===== src/pkg/bridge_ctrl_consts.vh =====
// Constants for the bridge control configuration bank
// Notes on behaviour
// [RULE1] Read-only interrupt-pin byte 15:8, reset 00h
// [RULE2] Downstream pin default overridable by sideband load
// [RULE3] Bit 16 enables secondary poisoned-packet reporting
// [RULE4] Bit 17 gates secondary error message forwarding
// [RULE5] Bit 18 clear: forward whole I/O window downstream
// [RULE6] Bit 18 set: top 768 bytes/1KB go upstream
// [RULE7] Bit 19 forwards legacy display memory and I/O
// [RULE8] Display memory window A0000h through BFFFFh
// [RULE9] Display I/O 3B0-3BBh, 3C0-3DFh, first 64KB
// [RULE10] Bit 20 selects 10-bit or 16-bit display decode
// [RULE11] Bit 22 triggers hot reset on the port
// [RULE12] Downstream port asserts its own reset output
// [RULE13] Upstream port asserts every downstream reset output
// [RULE14] Bits 21, 23-27 read zero always
// [RULE15] Reserved bits 31:28 read zero, writes ignored
`ifndef BRIDGE_CTRL_CONSTS_VH
`define BRIDGE_CTRL_CONSTS_VH
`define OFS_INT_BRIDGE     12'h03c
`define OFS_IRQ_STATUS     12'h100
`define OFS_IRQ_MASK       12'h104
`define OFS_IO_WINDOW      12'h108
`define INT_LINE_LSB       0
`define INT_PIN_LSB        8
`define BIT_POISON_EN      16
`define BIT_ERR_FWD_EN     17
`define BIT_IO_ALIAS_EN    18
`define BIT_DISPLAY_EN     19
`define BIT_DISPLAY_16B    20
`define BIT_SEC_RESET      22
`define RST_INT_PIN        8'h00
`define BC_WRITABLE_MASK   32'h005f_00ff
`define DISP_MEM_LO        32'h000a_0000
`define DISP_MEM_HI        32'h000b_ffff
`define DISP_IO_A_LO       10'h3b0
`define DISP_IO_A_HI       10'h3bb
`define DISP_IO_B_LO       10'h3c0
`define DISP_IO_B_HI       10'h3df
`define ALIAS_BLOCK_LO     10'h100
`define IO_64K_LIMIT       32'h0000_ffff
`define IRQ_POISON         0
`define IRQ_ERR_FWD        1
`define IRQ_HOT_RESET      2
`endif


===== src/verilog/bridge_control_config_bank.v =====
// Interrupt-pin and bridge control configuration bank with APB access
//
// The APB interface to the registers is this design's own decision.
`timescale 1ns/100ps
`include "bridge_ctrl_consts.vh"
module bridge_control_config_bank #(
    parameter       IS_UPSTREAM = 0,           // 1 for the upstream port
    parameter       NUM_DOWN    = 5,           // Downstream ports fed by upstream reset
    parameter [7:0] PIN_DEFAULT = 8'h01        // Downstream pin default before override
) (
    input  wire                clock,           // Core clock
    input  wire                rst_n,           // Async reset, active low
    input  wire                psel,            // APB select
    input  wire                penable,         // APB access phase
    input  wire                pwrite,          // APB direction
    input  wire [11:0]         paddr,           // APB byte address
    input  wire [31:0]         pwdata,          // APB write data
    output reg  [31:0]         prdata,          // APB read data
    output reg                 pready,          // APB ready
    output reg                 pslverr,         // APB error
    input  wire                pin_load_valid,  // Sideband/EEPROM load strobe
    input  wire [7:0]          pin_load_value,  // Value to load into pin byte
    input  wire                poison_seen,     // Poisoned packet on secondary
    input  wire                sec_err_msg,     // Error message from secondary
    input  wire                io_req,          // I/O request to classify
    input  wire [31:0]         io_addr,         // I/O address
    input  wire                mem_req,         // Memory request to classify
    input  wire [31:0]         mem_addr,        // Memory address
    output reg                 poison_report,   // Poison report pulse
    output reg                 err_fwd,         // Forwarded error pulse
    output reg                 io_fwd_down,     // I/O goes downstream
    output reg                 io_fwd_up,       // I/O goes upstream
    output reg                 disp_io_fwd,     // Display I/O forwarded
    output reg                 disp_mem_fwd,    // Display memory forwarded
    output reg                 hot_reset,       // Hot reset level
    output reg  [NUM_DOWN-1:0] port_rst_n,      // Reset outputs, active low
    output reg                 irq              // Level interrupt
);
    reg  [7:0]  int_line_r;                     // Interrupt line byte
    reg  [7:0]  int_pin_r;                      // Interrupt pin byte
    reg  [6:0]  bc_r;                           // Bridge control bits 22:16
    reg  [2:0]  irq_stat_r;                     // Sticky events
    reg  [2:0]  irq_mask_r;                     // Event enables
    reg  [15:0] io_base_r;                      // I/O window base bits 31:16
    reg  [15:0] io_limit_r;                     // I/O window limit bits 31:16
    reg         pin_init_r;                     // Downstream default applied
    reg  [31:0] rd_nxt;                         // Read mux
    reg         hit_nxt;                        // Mapped address
    wire        setup_ok = psel & ~penable;     // Setup phase
    wire        wr_acc   = psel & penable & pwrite & pready;
    wire [31:0] bc_word  = {4'h0, 5'h00, bc_r[6], 1'b0, bc_r[4:0], 16'h0000};
    wire [9:0]  lo10     = io_addr[9:0];
    wire        io_in_win = (io_addr[31:16] >= io_base_r) && (io_addr[31:16] <= io_limit_r);
    wire        io_alias  = (io_addr <= `IO_64K_LIMIT) && (lo10 >= `ALIAS_BLOCK_LO);
    wire        disp_lo   = ((lo10 >= `DISP_IO_A_LO) && (lo10 <= `DISP_IO_A_HI)) ||
                            ((lo10 >= `DISP_IO_B_LO) && (lo10 <= `DISP_IO_B_HI));
    wire        disp_io_hit = disp_lo && (io_addr <= `IO_64K_LIMIT) &&
                              (bc_r[`BIT_DISPLAY_16B-16] || 1'b1) &&
                              (~bc_r[`BIT_DISPLAY_16B-16] || (io_addr[15:10] == 6'h00));
    wire [2:0]  ev = {bc_r[`BIT_SEC_RESET-16] & ~hot_reset,
                      sec_err_msg & bc_r[`BIT_ERR_FWD_EN-16],
                      poison_seen & bc_r[`BIT_POISON_EN-16]};

    // Read mux and decode
    always @* begin
        rd_nxt  = 32'h0000_0000;
        hit_nxt = 1'b1;
        case (paddr)
            `OFS_INT_BRIDGE: rd_nxt = bc_word | {16'h0000, int_pin_r, int_line_r}; // [RULE1] [RULE14] [RULE15]
            `OFS_IRQ_STATUS: rd_nxt = {29'h0, irq_stat_r};
            `OFS_IRQ_MASK:   rd_nxt = {29'h0, irq_mask_r};
            `OFS_IO_WINDOW:  rd_nxt = {io_limit_r, io_base_r};
            default:         hit_nxt = 1'b0;
        endcase
    end

    // APB answer: no wait states, error on unmapped
    always @(posedge clock or negedge rst_n) begin
        if (!rst_n) begin
            pready  <= 1'b0;
            pslverr <= 1'b0;
            prdata  <= 32'h0000_0000;
        end else if (setup_ok) begin
            pready  <= 1'b1;
            pslverr <= ~hit_nxt;
            prdata  <= pwrite ? 32'h0000_0000 : rd_nxt;
        end else begin
            pready  <= 1'b0;
            pslverr <= 1'b0;
        end
    end

    // Register writes and pin byte loading
    always @(posedge clock or negedge rst_n) begin
        if (!rst_n) begin
            int_line_r <= 8'h00;
            int_pin_r  <= `RST_INT_PIN;
            bc_r       <= 7'h00;
            irq_mask_r <= 3'h0;
            io_base_r  <= 16'h0000;
            io_limit_r <= 16'h0000;
            pin_init_r <= 1'b0;
        end else begin
            // Downstream default, then sideband override
            if (IS_UPSTREAM == 0) begin
                if (pin_load_valid) begin
                    int_pin_r <= pin_load_value; // [RULE2]
                end else if (!pin_init_r) begin
                    int_pin_r <= PIN_DEFAULT;
                end
                pin_init_r <= 1'b1;
            end
            if (wr_acc && hit_nxt) begin
                case (paddr)
                    `OFS_INT_BRIDGE: begin
                        int_line_r <= pwdata[7:0];
                        bc_r       <= pwdata[22:16] & 7'h5f; // [RULE14] [RULE15]
                    end
                    `OFS_IRQ_MASK:  irq_mask_r <= pwdata[2:0];
                    `OFS_IO_WINDOW: begin
                        io_base_r  <= pwdata[15:0];
                        io_limit_r <= pwdata[31:16];
                    end
                    default: begin
                    end
                endcase
            end
        end
    end

    // Sticky status, set wins over write-one-clear
    always @(posedge clock or negedge rst_n) begin
        if (!rst_n) begin
            irq_stat_r <= 3'h0;
            irq        <= 1'b0;
        end else begin
            if (wr_acc && (paddr == `OFS_IRQ_STATUS)) begin
                irq_stat_r <= (irq_stat_r & ~pwdata[2:0]) | ev;
            end else begin
                irq_stat_r <= irq_stat_r | ev;
            end
            irq <= |(irq_stat_r & irq_mask_r);
        end
    end

    // Traffic classification and reset outputs
    always @(posedge clock or negedge rst_n) begin
        if (!rst_n) begin
            poison_report <= 1'b0;
            err_fwd       <= 1'b0;
            io_fwd_down   <= 1'b0;
            io_fwd_up     <= 1'b0;
            disp_io_fwd   <= 1'b0;
            disp_mem_fwd  <= 1'b0;
            hot_reset     <= 1'b0;
            port_rst_n    <= {NUM_DOWN{1'b1}};
        end else begin
            poison_report <= poison_seen & bc_r[`BIT_POISON_EN-16]; // [RULE3]
            err_fwd       <= sec_err_msg & bc_r[`BIT_ERR_FWD_EN-16]; // [RULE4]
            // Alias bit splits the window
            io_fwd_down <= io_req & io_in_win &
                           ~(bc_r[`BIT_IO_ALIAS_EN-16] & io_alias); // [RULE5]
            io_fwd_up   <= io_req & io_in_win &
                           bc_r[`BIT_IO_ALIAS_EN-16] & io_alias; // [RULE6]
            // 10-bit decode ignores bits 15:10
            disp_io_fwd <= io_req & bc_r[`BIT_DISPLAY_EN-16] & disp_io_hit; // [RULE7] [RULE9] [RULE10]
            disp_mem_fwd <= mem_req & bc_r[`BIT_DISPLAY_EN-16] &
                            (mem_addr >= `DISP_MEM_LO) && (mem_addr <= `DISP_MEM_HI); // [RULE8]
            hot_reset <= bc_r[`BIT_SEC_RESET-16]; // [RULE11]
            if (IS_UPSTREAM != 0) begin
                port_rst_n <= {NUM_DOWN{~bc_r[`BIT_SEC_RESET-16]}}; // [RULE13]
            end else begin
                port_rst_n <= {{(NUM_DOWN-1){1'b1}}, ~bc_r[`BIT_SEC_RESET-16]}; // [RULE12]
            end
        end
    end
endmodule


===== config.mk =====
export PLATFORM = sky130hd
export DESIGN_NAME = bridge_control_config_bank
export DESIGN_NICKNAME = d
export VERILOG_FILES = /design/src/verilog/bridge_control_config_bank.v
export VERILOG_INCLUDE_DIRS = /design/src /design/src/pkg
export SDC_FILE = /design/constraint.sdc
export NUM_CORES = 1
export LEC_CHECK = 0
export ABC_CLOCK_PERIOD_IN_PS = 2200
export BUFFER_PORTS_ARGS = -buffer_cell sky130_fd_sc_hd__buf_2
export CAP_MARGIN = 40
export CORE_ASPECT_RATIO = 0.6
export CORE_MARGIN = 1
export CORE_UTILIZATION = 51
export DETAILED_ROUTE_END_ITERATION = 6
export PLACE_DENSITY = 0.93
export SLEW_MARGIN = 20
export SYNTH_ARGS = -nofsm -noshare
export SYNTH_HDL_FRONTEND = slang
export SYNTH_SLANG_ARGS = --single-unit

===== constraint.sdc =====
create_clock -name clock -period 2.2 [get_ports clock]
set_input_delay 0.44 -clock clock [delete_from_list [all_inputs] [get_ports clock]]
set_output_delay 0.44 -clock clock [all_outputs]
set_load 0.01 [all_outputs]

# ---- After elaboration in Yosys (flattened, before gate mapping)
# Index checks and enable logic that the tools add are counted.
dict set report classes {
  order_cmp 10
  n_eq_ne 5
  n_mux 8
  bitwise 28
  n_reduce_logical 17
}
# operator count
set op_table {}
lappend op_table {{case mux 32 bit (4 select lines)} 1}
lappend op_table {{== test 12 x 9 -> 1 bit, second input constant} 3}
lappend op_table {{>= comparator 32 x 20 -> 1 bit, second input constant} 1}
lappend op_table {{<= comparator 32 x 16 -> 1 bit, second input constant} 1}
lappend op_table {{<= comparator 32 x 20 -> 1 bit, second input constant} 1}
lappend op_table {{two-way mux 32 bit} 1}
lappend op_table {{bitwise OR 23 x 16 -> 23 bit} 1}
lappend op_table {{>= comparator 10 bit, second input constant} 2}
lappend op_table {{<= comparator 10 bit, second input constant} 2}
lappend op_table {{AND 1 bit} 16}
lappend op_table {{>= comparator 16 bit} 1}
lappend op_table {{<= comparator 16 bit} 1}
lappend op_table {{two-way mux 8 bit} 2}
lappend op_table {{== test 12 x 6 -> 1 bit, second input constant} 1}
lappend op_table {{>= comparator 10 x 9 -> 1 bit, second input constant} 1}
lappend op_table {{logical AND 1 bit} 9}
lappend op_table {{AND 3 bit} 2}
lappend op_table {{logical NOT 6 bit} 1}
lappend op_table {{inverter 1 bit} 6}
lappend op_table {{bitwise OR 3 bit} 2}
lappend op_table {{AND reduction 2 bit} 3}
lappend op_table {{OR reduction 4 bit} 1}
lappend op_table {{two-way mux 1 bit} 3}
lappend op_table {{two-way mux 3 bit} 1}
lappend op_table {{4 further kinds} 5}
dict set report totals {
  ff_bits 104
  input_bits 126
  output_inout_bits 47
  word_cells 88
}

# ---- Longest topological paths before layout
dict set report depth {
  ltp_word 6
  ltp_mapped 9
  ltp_nobuf 7
}

# ---- Worst setup path after synthesis
# OpenSTA, ideal clock, no wires.
dict set report synth_path {
  kind {input-to-reg}
  start {input port paddr[7]}
  end {register io_base_r[0]}
  setup_time_ns 0.127
  arrival_ns 1.863
  required_ns 2.073
  slack_ns 0.210
  cell_stages 7
  n_path_buf 2
  cell_sequence {nor3_1 > nand3_2 > nor3b_2 > and2b_1 > buf_4 > buf_6 > mux2_1}
}
dict set report synth_via {
  elab_chain_cells 5
  word_cells_on_any_way 8
  cone_classes {eq/ne (4); mux (1); reduce/logical (3)}
}
# element line_no
set synth_rtl {}
lappend synth_rtl {{start, declared} bridge_control_config_bank.v:16} ;# input wire [11:0] paddr,
lappend synth_rtl {{== test 12 x 9 -> 1 bit (tied with other cells)} bridge_control_config_bank.v:68} ;# case (paddr)
lappend synth_rtl {{OR reduction 4 bit (no line)} --}
lappend synth_rtl {{two-way mux 1 bit} bridge_control_config_bank.v:68}
lappend synth_rtl {{logical AND 1 bit} bridge_control_config_bank.v:113} ;# if (wr_acc && hit_nxt) begin
lappend synth_rtl {{AND reduction 2 bit (no line) (*)} --}
lappend synth_rtl {{end signal, assigned} bridge_control_config_bank.v:121} ;# io_base_r <= pwdata[15:0];
lappend synth_rtl {{end, declared} bridge_control_config_bank.v:44} ;# reg [15:0] io_base_r;
# Every way passes the cells marked *; elsewhere a longest branch is shown, timed or not.
# A chain may end at the register's enable or synchronous reset.

# ---- Final worst setup path
dict set report layout_path {
  start {register io_base_r[1]}
  end {register io_fwd_up}
}
dict set report layout_via {
  elab_chain_cells 5
}
# element line_no
set layout_rtl {}
lappend layout_rtl {{>= comparator 16 bit} bridge_control_config_bank.v:53} ;# wire io_in_win = (io_addr[31:16] >= io_base_r) && (io_addr[31:16] <= io_limit_r);
lappend layout_rtl {{logical AND 1 bit} bridge_control_config_bank.v:53}
lappend layout_rtl {{AND 1 bit (3 in series)} bridge_control_config_bank.v:163} ;# io_fwd_up <= io_req & io_in_win &
lappend layout_rtl {{end signal, assigned} bridge_control_config_bank.v:163}
lappend layout_rtl {{end, declared} bridge_control_config_bank.v:32} ;# output reg io_fwd_up,
# Every way passes these cells.

==> impl_metrics.py <==
metrics = {
    "sta": {
        "fin_crit_ns": 2.065,
        "report.final.setup_viol": 0,
        "hold_viol_final": 0,
        "maxSlewViolCount": 0,
        "finalClockSkew_ns": 0.01040,
        "rsz0062_at_grt": "no",
        "hold_ws_ns": 0.2289,
        "layout_worst_path_cycle_share": 0.9388,
        "clock.fmax_mhz": 484.2,
    },
    "worst_setup_path": {
        "worstPathMaxFanout": 3,
        "critPathRequiredTime_ns": 2.44,
        "cp_slowest_stage_delay_ns": 0.42,
        "critical_path.top_delay_family": "compound AO/OA/AOI/OAI gates",
        "cp.arrival_ns": 2.30,
        "cp-end-kind": "flop",
        "setup.worst_path.class": "reg2reg",
        "setup.worst_path.start_class": "flop",
        "cp.buffers_inverters": 1,
        "crit_path_cell_trace": "inv_1, ha_1, nor2b_1, o211a_1, o311ai_1, nand4_1, and4b_1",
        "worst_path_max_delay_cell": "sky130_fd_sc_hd__o311ai_1",
    },
    "drt": {
        "dr.first_iter.drc_count": 361,
        "via_count_normalized_by_instance_count": 5.558,
        "ant_nets_after_route": 0,
        "drc": 0,
        "wl_per_cell_microns": 17.66,
        "dr.pass1.iters": 5,
        "totalWireLength_microns": 13140,
        "via_count": 4135,
    },
    "floorplanning": {
        "die_x_microns": 130.6,
        "start_util": 0.5388,
        "floorplan.rows": 27,
        "design.portCount": 173,
        "core_region_area_sq_mm": 0.009392,
        "dieArea_sq_mm": 0.01034,
        "die-height_microns": 79.16,
    },
    "clock_tree": {
        "root_buffer": "sky130_fd_sc_hd__clkbuf_16",
        "clock_insertion_delay_worst_skew_ns": 0.36,
        "clk_path_buf_depth": 2,
        "clock_tree_from_tritoncts": "built",
        "cts.clk_slew.worst_paths_ns": 0.07,
        "cts_sinks": 104,
        "post_cts_buffers": 0,
        "htreeDepth": 3,
        "num_cts_buffers": 9,
    },
    "grt": {
        "grt_pass1_wl_microns": 20760,
        "grt_usage": 0.2724,
        "gr-max-usage-layer": "met2",
        "vias_in_the_first_global_route": 4206,
        "grt_antenna_before_repair": 0,
        "grt_start_max_net_pins": 59,
        "grt_overflow": 0,
        "grt.met3_usage": 0.07143,
        "gr-usage-met2": 0.4513,
        "met1_usage": 0.3477,
    },
    "power": {
        "total_power_mw": 3.789,
        "worst_ir_drop_vdd_uv": 402.4,
        "cellPowerDensity_mw_per_mm2": 603.2,
        "power_leakage_nw": 3.198,
    },
    "place": {
        "dp_cells": 727,
        "detailed_place_hpwl_microns": 10040,
        "detailed_place.area_sq_mm": 0.005982,
        "numPortBuffers": 149,
        "place.gp.congestion": 0.9221,
    },
    "yosys": {
        "synthCells": 455,
        "synth-xor-area-share": 0,
        "yosysTopAreaCell": "sky130_fd_sc_hd__dfrtp_1",
        "synth_cell_types": 50,
        "postSynth.asyncResetShare": 1.000,
        "ys_ff_latch": 104,
        "post_synth_main_area_contributors": "sky130_fd_sc_hd__dfrtp_1 (51%), sky130_fd_sc_hd__mux2_1 (8.9%), sky130_fd_sc_hd__ha_1 (7.9%), sky130_fd_sc_hd__nand2_1 (3.9%), sky130_fd_sc_hd__a22oi_1 (2.8%)",
        "synth_top_family_by_area": "compound AO/OA/AOI/OAI gates",
        "synth_simple_gate_area_share": 0.1160,
        "synth_compound_area_frac": 0.1204,
        "synth_ff_type": "sky130_fd_sc_hd__dfrtp_1",
        "muxShareOfSynthArea": 0.1150,
        "syn_area_sq_mm": 0.005060,
        "synth-seq-area-share": 0.5146,
        "yosysWarnings": 0,
        "syn_avg_cell_area_sq_um": 11.12,
        "yosys.area_share.adder": 0.07913,
        "netlist.area_leader.share": 0.5094,
        "synth-edff-count": 0,
    },
    "final_layout": {
        "layout_commonest_cell": "sky130_fd_sc_hd__buf_2",
        "layout.filler_cells": 747,
        "diodes": 0,
        "instances_no_fill": 744,
        "post_route_cells_drive_above_1_share": 0.3127,
        "layout_common_cells": "sky130_fd_sc_hd__buf_2 (148), sky130_fd_sc_hd__dfrtp_1 (103), sky130_fd_sc_hd__nand2_1 (52)",
        "area.growth.synth_to_final_pct": 24.13,
        "final_cell_area_sq_mm": 0.006281,
        "layout.nets": 767,
        "final_util": 0.6688,
    },
    "outcome": {
        "status": "finished, final reports clean",
    },
    "job": {
        "drv_cap": 0,
    },
    "min_path": {
        "tightest_hold_check_type": "in2reg",
    },
}
[state kept, by name, summed over array words and instances (netlist names)]
name,flops
irq_stat_r,3
prdata,32
int_pin_r,8
disp_mem_fwd,1
port_rst_n,1
irq,1
irq_mask_r,3
io_fwd_down,1
io_limit_r,16
pready,1
poison_report,1
int_line_r,8
pslverr,1
bc_r,6
pin_init_r,1
io_base_r,16
io_fwd_up,1
err_fwd,1
hot_reset,1
disp_io_fwd,1
[what timing repair did]
| item | CTS | global route |
|---|---|---|
| endpoints found under the hold margin | 17 | 0 |
| resized for setup | 0 | 1 |
| hold buffers | 1 | 0 |
| endpoints found under the setup margin | 0 | 2 |
[metrics by stage]
| step | setup WS [ns] | TNS (ns) |
|---|---|---|
| 3_3_place_gp | 0.02213 | 0 |
| 5_1_grt | 0.002865 | 0 |
| 6_report | 0.1346 | 0 |
| 3_5_place_dp | -0.1338 | -0.2346 |
| 2_1_floorplan | 0.2098 | 0 |
| 4_1_cts | 0.007418 | 0 |
[final timing paths]
| path | from | to | cells past startpoint | slack [ns] |
|---|---|---|---|---|
| max in group asynchronous | rst_n | io_limit_r[15]$_DFFE_PN0P_ | 3 | 1.05 |
| worst min register to register | bc_r[6]$_DFFE_PN0P_ | hot_reset$_DFF_PN0_ | 0 | 0.41 |
| worst max-delay path | io_base_r[1]$_DFFE_PN0P_ | io_fwd_up$_DFF_PN0_ | 7 | 0.13 |
| worst max register to register | io_base_r[1]$_DFFE_PN0P_ | io_fwd_up$_DFF_PN0_ | 7 | 0.13 |
| min in group asynchronous | rst_n | int_line_r[7]$_DFFE_PN0P_ | 2 | 0.49 |
| worst min-delay path | mem_addr[18] | disp_mem_fwd$_DFF_PN0_ | 2 | 0.23 |
[layer usage]
layer / routed length [microns] / vias to the layer above
met5: 0 / -
met4: 235 / 0
met3: 869 / 23
met2: 6424 / 161
met1: 5612 / 2029
li1: - / 1922
[Yosys cell counts, types with 2 or more instances]
library cell / count
sky130_fd_sc_hd__dfrtp_1: 103
sky130_fd_sc_hd__nand2_1: 52
sky130_fd_sc_hd__mux2_1: 40
sky130_fd_sc_hd__inv_1: 34
sky130_fd_sc_hd__ha_1: 32
sky130_fd_sc_hd__o21ai_1: 22
sky130_fd_sc_hd__a22oi_1: 19
sky130_fd_sc_hd__o21ai_0: 14
sky130_fd_sc_hd__a21oi_1: 13
sky130_fd_sc_hd__nor2_1: 11
sky130_fd_sc_hd__a22o_1: 10
sky130_fd_sc_hd__clkbuf_1: 10
sky130_fd_sc_hd__mux2_2: 9
sky130_fd_sc_hd__nand4_1: 9
sky130_fd_sc_hd__nor4_1: 7
sky130_fd_sc_hd__buf_2: 6
sky130_fd_sc_hd__buf_4: 6
sky130_fd_sc_hd__and2_1: 5
sky130_fd_sc_hd__nor2b_1: 5
sky130_fd_sc_hd__nand3_1: 4
sky130_fd_sc_hd__nor3_1: 4
sky130_fd_sc_hd__a21o_1: 3
sky130_fd_sc_hd__a221oi_1: 3
sky130_fd_sc_hd__buf_6: 3
sky130_fd_sc_hd__mux2i_1: 3
sky130_fd_sc_hd__and4b_1: 2
sky130_fd_sc_hd__nand2b_1: 2
sky130_fd_sc_hd__nor3b_1: 2
[final cells by class]
type	count	area [sq um]	area share
Sequential cell	104	2604	0.4145
Multi-Input combinational cell	296	2197	0.3498
Timing Repair Buffer	164	900.9	0.1434
Clock buffer	10	239.0	0.03805
Tap cell	130	162.7	0.02590
Inverter	34	127.6	0.02032
Clock inverter	6	50.05	0.007968
[kinds of logic after synthesis]
logic type / count (synthesis)
DFF: 104
other: 1
muxes: 52
adders and majority gates: 32
buffers and inverters: 59
and+or+nand+nor: 113
AOI/OAI and AO/OA: 94
[power by group]
| part | switching, mW | total, mW | internal, mW |
|---|---|---|---|
| Clock | 0.743 | 1.56 | 0.813 |
| Combinational | 0.164 | 0.295 | 0.131 |
| Sequential | 0.0122 | 1.94 | 1.93 |
| Total | 0.920 | 3.79 | 2.87 |
(Power assumes the default switching activity.)
